<file path="config.mk">
export PLATFORM = sky130hd
export DESIGN_NAME = cacp_config_port
export DESIGN_NICKNAME = d
export VERILOG_FILES = /design/src/logic/cacp_config_port.v /design/src/logic/cacp_sync.v
export VERILOG_INCLUDE_DIRS = /design/src /design/src/logic
export SDC_FILE = /design/constraint.sdc
export NUM_CORES = 1
export LEC_CHECK = 0
export BUFFER_PORTS_ARGS = -buffer_cell sky130_fd_sc_hd__buf_4
export CAP_MARGIN = 10
export CORE_ASPECT_RATIO = 1.4
export CORE_MARGIN = 3
export CORE_UTILIZATION = 60
export CTS_CLUSTER_DIAMETER = 200
export CTS_CLUSTER_SIZE = 16
export DETAILED_ROUTE_END_ITERATION = 16
export PLACE_DENSITY = 0.84
export SKIP_CTS_REPAIR_TIMING = 1
export SLEW_MARGIN = 20
export SYNTH_ARGS = -nofsm -noshare
export SYNTH_HDL_FRONTEND = slang
export SYNTH_SLANG_ARGS = --single-unit
</file>
<file path="constraint.sdc">
create_clock -name clk_in -period 6.1 [get_ports clk_in]
set_input_delay 0.305 -clock clk_in [delete_from_list [all_inputs] [get_ports clk_in]]
set_output_delay 0.305 -clock clk_in [all_outputs]
set_load 0.01 [all_outputs]
</file>
<file path="src/logic/cacp_defines.vh">
// constants for the configuration port of the current-input converter
`ifndef CACP_DEFINES_VH
`define CACP_DEFINES_VH

// system clock and waits, in ns and in clk_in cycles
`define CACP_CLK_NS 40
`define CACP_T_RST_NS 1000
`define CACP_RST_CYC ((`CACP_T_RST_NS + `CACP_CLK_NS - 1) / `CACP_CLK_NS)
`define CACP_T_WAIT_NS 2000
// 2 us at 40 ns, sized for the six-bit wait counter
`define CACP_WAIT_CYC 6'h32

// setup word
`define CACP_SETUP_W 16
`define CACP_SETUP_RST 16'h0000
`define CACP_BIT_CLKDIV 13
`define CACP_BIT_RANGE_HI 10
`define CACP_BIT_RANGE_LO 9
`define CACP_BIT_FORMAT 8
`define CACP_BIT_VERSION 7
`define CACP_BIT_TEST 0

// revision field, value is arbitrary
`define CACP_REVISION 4'h5

// readback layout per copy, bit positions within one copy
`define CACP_LEAD_20 10'h140
`define CACP_LEAD_16 10'h100
`define CACP_PAT_START_20 10'h238
`define CACP_PAT_START_16 10'h1c8
`define CACP_TOTAL_20 10'h280
`define CACP_TOTAL_16 10'h200
`define CACP_CHECK_PATTERN 72'h30f066012480f69055

`endif

</file>
<file path="src/logic/cacp_config_port.v">
// serial setup port: setup write, readback with daisy chain, decoded setup fields
`timescale 1ns/10ps
`include "cacp_defines.vh"
module cacp_config_port (
   input wire clk_in,
   input wire sys_rst_in,
   input wire dev_rst_n_in,
   input wire setup_clk_in,
   input wire setup_data_in,
   input wire readout_clock_in,
   input wire chain_data_in,
   input wire integration_toggle_in,
   input wire [19:0] integration_toggle_result_in,
   output wire readback_data_out,
   output wire [15:0] setup_word_out,
   output wire setup_valid_out,
   output wire readback_active_out,
   output wire int_clk_en_out,
   output wire [1:0] range_sel_out,
   output wire wide_format_out,
   output wire speed_grade_out,
   output wire current_inputs_open_out,
   output wire [19:0] result_word_out,
   output wire timing_fault_out
);
   localparam [5:0] WAIT_CYC = `CACP_WAIT_CYC;
   localparam [71:0] PATTERN = `CACP_CHECK_PATTERN;
   localparam [3:0] REVISION = `CACP_REVISION;

   // reset stretcher: asserted straight from the pin, released on the clock
   // a synchronised release keeps every core flop leaving reset on one edge
   reg rst_meta_reg;
   reg core_rst_n_reg;

   always @(posedge clk_in or negedge dev_rst_n_in) begin
      if (!dev_rst_n_in) begin
         rst_meta_reg <= 1'b0;
         core_rst_n_reg <= 1'b0;
      end else if (sys_rst_in) begin
         rst_meta_reg <= 1'b0;
         core_rst_n_reg <= 1'b0;
      end else begin
         rst_meta_reg <= 1'b1;
         core_rst_n_reg <= rst_meta_reg;
      end
   end

   // pin synchronisers
   wire [3:0] pins_sync;

   cacp_sync #(
      .WIDTH(4)
   ) u_pin_sync (
      .clk_in(clk_in),
      .sys_rst_in(sys_rst_in),
      .async_in({setup_clk_in, setup_data_in, readout_clock_in, integration_toggle_in}),
      .sync_out(pins_sync)
   );

   wire chain_sync;

   cacp_sync #(
      .WIDTH(1)
   ) u_chain_sync (
      .clk_in(clk_in),
      .sys_rst_in(sys_rst_in),
      .async_in(chain_data_in),
      .sync_out(chain_sync)
   );

   wire scl_s = pins_sync[3];
   wire sda_s = pins_sync[2];
   wire rck_s = pins_sync[1];
   wire tog_s = pins_sync[0];

   reg scl_prev_reg;
   reg rck_prev_reg;
   reg tog_prev_reg;

   always @(posedge clk_in or negedge core_rst_n_reg) begin
      if (!core_rst_n_reg) begin
         scl_prev_reg <= 1'b0;
         rck_prev_reg <= 1'b0;
         tog_prev_reg <= 1'b0;
      end else begin
         scl_prev_reg <= scl_s;
         rck_prev_reg <= rck_s;
         tog_prev_reg <= tog_s;
      end
   end

   wire scl_fall = scl_prev_reg & ~scl_s;
   wire scl_rise = ~scl_prev_reg & scl_s;
   wire rck_rise = ~rck_prev_reg & rck_s;
   wire tog_edge = tog_prev_reg ^ tog_s;

   // setup write
   reg [15:0] shift_reg;
   reg [4:0] bit_cnt_reg;
   reg [15:0] setup_word_reg;
   reg setup_valid_reg;
   reg rb_active_reg;
   reg rb_copy_reg;
   reg rb_pass_reg;
   reg [9:0] rb_pos_reg;
   reg rb_data_reg;

   // bits after the sixteenth are ignored until the next reset
   wire write_last = scl_fall && (bit_cnt_reg == 5'h0f);

   always @(posedge clk_in or negedge core_rst_n_reg) begin
      if (!core_rst_n_reg) begin
         shift_reg <= 16'h0000;
         bit_cnt_reg <= 5'h00;
         setup_word_reg <= `CACP_SETUP_RST;
         setup_valid_reg <= 1'b0;
      end else if (scl_fall && (bit_cnt_reg < 5'h10)) begin
         // msb arrives first, so shift towards the top
         shift_reg <= {shift_reg[14:0], sda_s};
         bit_cnt_reg <= bit_cnt_reg + 5'h01;
         if (write_last) begin
            // a word only takes effect once all sixteen bits are in
            setup_word_reg <= {shift_reg[14:0], sda_s};
            setup_valid_reg <= 1'b1;
         end
      end
   end

   wire fmt20 = setup_word_reg[`CACP_BIT_FORMAT];

   // readback sequence, one bit per readout rising edge
   // each copy: leading zeros, setup word, revision, zero fill, check pattern;
   // positions come from one counter so both formats share the decode
   wire [9:0] lead = fmt20 ? `CACP_LEAD_20 : `CACP_LEAD_16;
   wire [9:0] pat_start = fmt20 ? `CACP_PAT_START_20 : `CACP_PAT_START_16;
   wire [9:0] total = fmt20 ? `CACP_TOTAL_20 : `CACP_TOTAL_16;
   wire [9:0] off_word = rb_pos_reg - lead;
   wire [9:0] off_rev = off_word - 10'h010;
   wire [9:0] off_pat = rb_pos_reg - pat_start;
   reg seq_bit;

   always @* begin
      seq_bit = 1'b0;
      if (rb_pos_reg < lead) begin
         seq_bit = 1'b0;
      end else if (off_word < 10'h010) begin
         seq_bit = setup_word_reg[4'hf - off_word[3:0]];
      end else if (off_word < 10'h014) begin
         seq_bit = REVISION[2'h3 - off_rev[1:0]];
      end else if (rb_pos_reg < pat_start) begin
         seq_bit = 1'b0;
      end else begin
         // the 16-bit pattern is the leading part of the 20-bit one
         seq_bit = PATTERN[7'h47 - off_pat[6:0]];
      end
   end

   wire last_of_copy = (rb_pos_reg == total - 10'h001);

   always @(posedge clk_in or negedge core_rst_n_reg) begin
      if (!core_rst_n_reg) begin
         rb_active_reg <= 1'b0;
         rb_copy_reg <= 1'b0;
         rb_pass_reg <= 1'b0;
         rb_pos_reg <= 10'h000;
         rb_data_reg <= 1'b0;
      end else if (write_last) begin
         rb_active_reg <= 1'b1;
         rb_copy_reg <= 1'b0;
         rb_pass_reg <= 1'b0;
         rb_pos_reg <= 10'h000;
         rb_data_reg <= 1'b0;
      end else if (tog_edge) begin
         // a toggle starts normal operation and closes the readback window
         rb_active_reg <= 1'b0;
         rb_pass_reg <= 1'b0;
         rb_data_reg <= 1'b0;
      end else if (rck_rise && rb_active_reg) begin
         if (rb_pass_reg) begin
            // downstream readback follows one bit behind
            rb_data_reg <= chain_sync;
         end else begin
            rb_data_reg <= seq_bit;
            if (last_of_copy) begin
               rb_pos_reg <= 10'h000;
               rb_copy_reg <= 1'b1;
               rb_pass_reg <= rb_copy_reg;
            end else begin
               rb_pos_reg <= rb_pos_reg + 10'h001;
            end
         end
      end
   end

   // timing watch: early setup clock after reset, early readout after write
   // the watch only flags the fault; bits and edges are still taken, since the
   // port cannot tell a slow controller from a broken one
   reg [5:0] wait_cnt_reg;
   reg fault_reg;
   // the wait after reset ends at the first rising setup clock
   wire early_setup = scl_rise && !setup_valid_reg && (bit_cnt_reg == 5'h00);
   // the wait after a write is counted from the last falling setup clock
   wire early_readout = rck_rise && rb_active_reg;

   always @(posedge clk_in or negedge core_rst_n_reg) begin
      if (!core_rst_n_reg) begin
         wait_cnt_reg <= 6'h00;
         fault_reg <= 1'b0;
      end else begin
         if (scl_fall) begin
            wait_cnt_reg <= 6'h00;
         end else if (wait_cnt_reg < WAIT_CYC) begin
            wait_cnt_reg <= wait_cnt_reg + 6'h01;
         end
         // sampled edges lag the pins by the same delay, so counts line up
         if ((wait_cnt_reg < WAIT_CYC) && (early_setup || early_readout)) begin
            fault_reg <= 1'b1;
         end
      end
   end

   // internal clock prescaler as a one-cycle enable
   // the divider free-runs, so its phase after a write is not defined
   reg [1:0] div_cnt_reg;
   reg int_en_reg;

   always @(posedge clk_in or negedge core_rst_n_reg) begin
      if (!core_rst_n_reg) begin
         div_cnt_reg <= 2'h0;
         int_en_reg <= 1'b0;
      end else begin
         div_cnt_reg <= div_cnt_reg + 2'h1;
         if (setup_word_reg[`CACP_BIT_CLKDIV]) begin
            int_en_reg <= (div_cnt_reg == 2'h3);
         end else begin
            int_en_reg <= 1'b1;
         end
      end
   end

   // result word formatting
   // the narrow format keeps the upper sixteen bits, right-aligned
   reg [19:0] result_reg;

   always @(posedge clk_in or negedge core_rst_n_reg) begin
      if (!core_rst_n_reg) begin
         result_reg <= 20'h00000;
      end else if (fmt20) begin
         result_reg <= integration_toggle_result_in;
      end else begin
         result_reg <= {4'h0, integration_toggle_result_in[19:4]};
      end
   end

   assign readback_data_out = rb_data_reg;
   assign setup_word_out = setup_word_reg;
   assign setup_valid_out = setup_valid_reg;
   assign readback_active_out = rb_active_reg;
   assign int_clk_en_out = int_en_reg;
   assign range_sel_out = setup_word_reg[`CACP_BIT_RANGE_HI:`CACP_BIT_RANGE_LO];
   assign wide_format_out = fmt20;
   assign speed_grade_out = setup_word_reg[`CACP_BIT_VERSION];
   assign current_inputs_open_out = setup_word_reg[`CACP_BIT_TEST];
   assign result_word_out = result_reg;
   assign timing_fault_out = fault_reg;
endmodule

</file>
<file path="src/logic/cacp_sync.v">
// two-flop synchroniser for pin inputs
`timescale 1ns/10ps
module cacp_sync #(
   parameter WIDTH = 1
) (
   input wire clk_in,
   input wire sys_rst_in,
   input wire [WIDTH-1:0] async_in,
   output wire [WIDTH-1:0] sync_out
);
   reg [WIDTH-1:0] meta_reg;
   reg [WIDTH-1:0] sync_reg;

   always @(posedge clk_in) begin
      if (sys_rst_in) begin
         meta_reg <= {WIDTH{1'b0}};
         sync_reg <= {WIDTH{1'b0}};
      end else begin
         meta_reg <= async_in;
         sync_reg <= meta_reg;
      end
   end

   assign sync_out = sync_reg;
endmodule

</file>
==> qor.yml <==
logic_synthesis:
  synthTopCellsByCount: "86 x dfrtp_1, 46 x mux2_2, 21 x ha_1"
  synth_nets: 416
  ys_types: 52
  yosys.cell_count.top_type: "dfrtp_1"
  post-synth-top-area-cell: "dfrtp_1"
  synth-seq-cells: 96
  yosysWarnings: 0
  yosysTopAreaCellShare_pct: 49.2
  synth_edf_count: 0
  synthArstFlopShare_pct: 89.6
  ys_seq_area_share_pct: 53.7
  syn_inst: 367
  synth.area.top_cells: "dfrtp_1 49%, mux2_2 12%, ha_1 6.0%"
  syn_area_um2: 4380
  syn_avg_cell_area_um2: 11.9
  synth_flop_cell: "dfrtp_1"
route:
  drt-met1-wl_um: 3630
  wl_um: 8950
  drc: 0
  wl_met2_um: 4710
  ant_nets: 0
  drt_iter0_markers: 190
  dr_total_vias: 2999
  highest_layer: "met4"
  firstDrtPassIters: 4
  viasPerCell: 5.61
  drt-wirelength-per-cell_um: 16.7
  dr_wl_met3_um: 304
final_layout:
  drive_gt1_share_pct: 32.3
  finalNonFillerCells: 535
  multi_input_area_um2: 1850
  nFillCells: 519
  largest_register_ffs: 20
  design_area_um2: 5150
  ff_latch_area_um2: 2360
  final_nets: 484
  syn2layout_area_growth_pct: 17.7
  n_antenna_cell: 0
worst_setup_path:
  critPathKind: "register to register"
  reg2reg_from: "setup_word_out[8]$_DFFE_PN0P_"
  worstPathArrival_ps: 3470
  startpoint_type: "register"
  worstSetupEndpointType: "register"
  reg2reg_setup_slack_ps: 2910
  reg2reg_depth: 8
  timing.critical_path.required_ps: 6380
  critPathMaxFanout: 29
  r2r-end: "rb_pos_reg[8]$_DFFE_PN0P_"
sta:
  period_needed_ps: 3190
  worst_pin_slew_ps: 1030
  final_max_slew_viol_count: 0
  fin_ws_ps: 2910
  fmax_mhz: 314
  final-setup-viol-count: 0
  finalHoldViolCount: 0
  min_period_over_period_pct: 52.3
  worst_slew_margin_rel_pct: 31.7
  tns_ps: 0
  fin_worst_skew_ps: 7.67
  rsz0062_at_grt: "false"
placed_design:
  placed_cell_area_um2: 4950
  globalplace.congestion: 0.899
  place_ws_ps: 2940
  io_buffers: 73
  dp.cells: 517
  dp_hpwl_um: 6320
job:
  max_cap_viol_count: 0
grt:
  grt_pass1_vias: 3145
  grt-ovfl-total: 0
  track_usage_pct: 23.3
  grt_antenna_before_repair: 0
  grt_max_degree: 85
  grt_pass1_wl_um: 15100
power_and_ir_drop:
  seqPwrFrac_pct: 59.4
  switching_power_w: 0.000307
  ir_drop_mv: 0.177
  power.density_nw_per_um2: 231
  power_frac_clock_pct: 31.2
  p_leak_nw: 2.54
  p_sw_share_pct: 25.7
  pwr-share-comb_pct: 9.4
  p_int_w: 0.000885
clock_network:
  htreeDepth: 3
  clockBufferDepth: 2
  cts-root-buf: "clkbuf_8"
  cts_inserted_buffers: 9
  cts_tree: "built"
  cts.sinks: 96
  clock_latency_ps: 370
  clkSlewWorstSetupHoldPaths_ps: 90
floorplanning:
  fp.dieH_um: 107
  die_w_um: 78.2
  ioPinCount: 74
  dieArea_um2: 8370
  core_um2: 7030
  initial_utilization_pct: 62.3
  placementRows: 36
worst_hold_path:
  min_path_type: "input pin to register"
  min_from: "readout_clock_in"
  hold_depth: 2
  worst_hold_path.endpoint: "u_pin_sync.meta_reg[1]$_SDFF_PP0_"
outcome:
  outcome: "finished, final reports clean"
power groups by stage:
stage               combinational, W  clock (W)  sequential, W
global placement            0.000101          0       0.000724
detailed placement          0.000107          0       0.000725
floorplan                  0.0000702          0       0.000714
global route                0.000126   0.000407       0.000713
CTS                         0.000107   0.000380       0.000713
finish                      0.000113   0.000372       0.000708
layout by cell type (no fill, tap or decap), types with 11 or more instances in the layout:
cell / Yosys / routed
dfrtp_1: 86 / 85
o21ai_0: 13 / 13
inv_1: 18 / 18
nor2_1: 17 / 17
mux2_2: 46 / 46
buf_4: 5 / 74
nor2b_1: 13 / 13
ha_1: 21 / 21
and3_1: 11 / 11
nand2_1: 17 / 17
worst max path at each step:
stage | start | to | slack (ps) | cells after the start
after global placement | setup_word_out[8]$_DFFE_PN0P_ | rb_pos_reg[8]$_DFFE_PN0P_ | 3090 | 8
final | setup_word_out[8]$_DFFE_PN0P_ | rb_pos_reg[8]$_DFFE_PN0P_ | 2910 | 8
after floorplan | setup_word_out[8]$_DFFE_PN0P_ | rb_pos_reg[8]$_DFFE_PN0P_ | 3520 | 10
after global routing | setup_word_out[8]$_DFFE_PN0P_ | rb_pos_reg[8]$_DFFE_PN0P_ | 2690 | 8
after detailed placement | setup_word_out[8]$_DFFE_PN0P_ | rb_pos_reg[8]$_DFFE_PN0P_ | 2940 | 8
after CTS | setup_word_out[8]$_DFFE_PN0P_ | rb_pos_reg[8]$_DFFE_PN0P_ | 2910 | 8
metal layers:
| metal | vias up | track usage [%] |
|---|---|---|
| li1 | 1408 | - |
| met5 | - | 0 |
| met2 | 67 | 39.1 |
| met1 | 1501 | 28.2 |
| met3 | 23 | 3.87 |
| met4 | 0 | 13.6 |
critical path, cell delays in order, from the launching register on:
cell	delay, ps
dfrtp_1	1030
inv_1	270
ha_1	400
and3_1	230
a31o_1	220
or4_1	580
a21oi_1	210
o21ai_1	80
o31ai_1	80
logic make-up after synthesis:
family	Yosys count	synth area share [%]
muxes	52	14.3
adders and majority gates	21	6.00
buffers and inverters	37	3.92
AOI/OAI and AO/OA	51	7.43
xor gates and xnor gates	12	2.40
and+or+nand+nor	98	12.2
DFF	96	53.7
final cells by class:
type / count / area share, %
flip-flops and latches: 96 / 45.7
multi-input cells: 234 / 36.0
repair buffers: 76 / 11.4
clock buffers: 10 / 2.67
well taps: 95 / 2.31
inverters: 18 / 1.31
clock inverters: 6 / 0.655
stage by stage:
| stage | utilization (%) | hold slack (ps) | power, W |
|---|---|---|---|
| 2_1_floorplan | - | 9.41 | 0.000784 |
| 3_3_place_gp | 70.5 | 88.0 | 0.000825 |
| 3_5_place_dp | 70.5 | 92.9 | 0.000832 |
| 4_1_cts | 72.9 | -312 | 0.00120 |
| 5_1_grt | 73.3 | 140 | 0.00125 |
| 6_report | 73.3 | 143 | 0.00119 |
No activity file was read; power rests on OpenSTA's default activity.
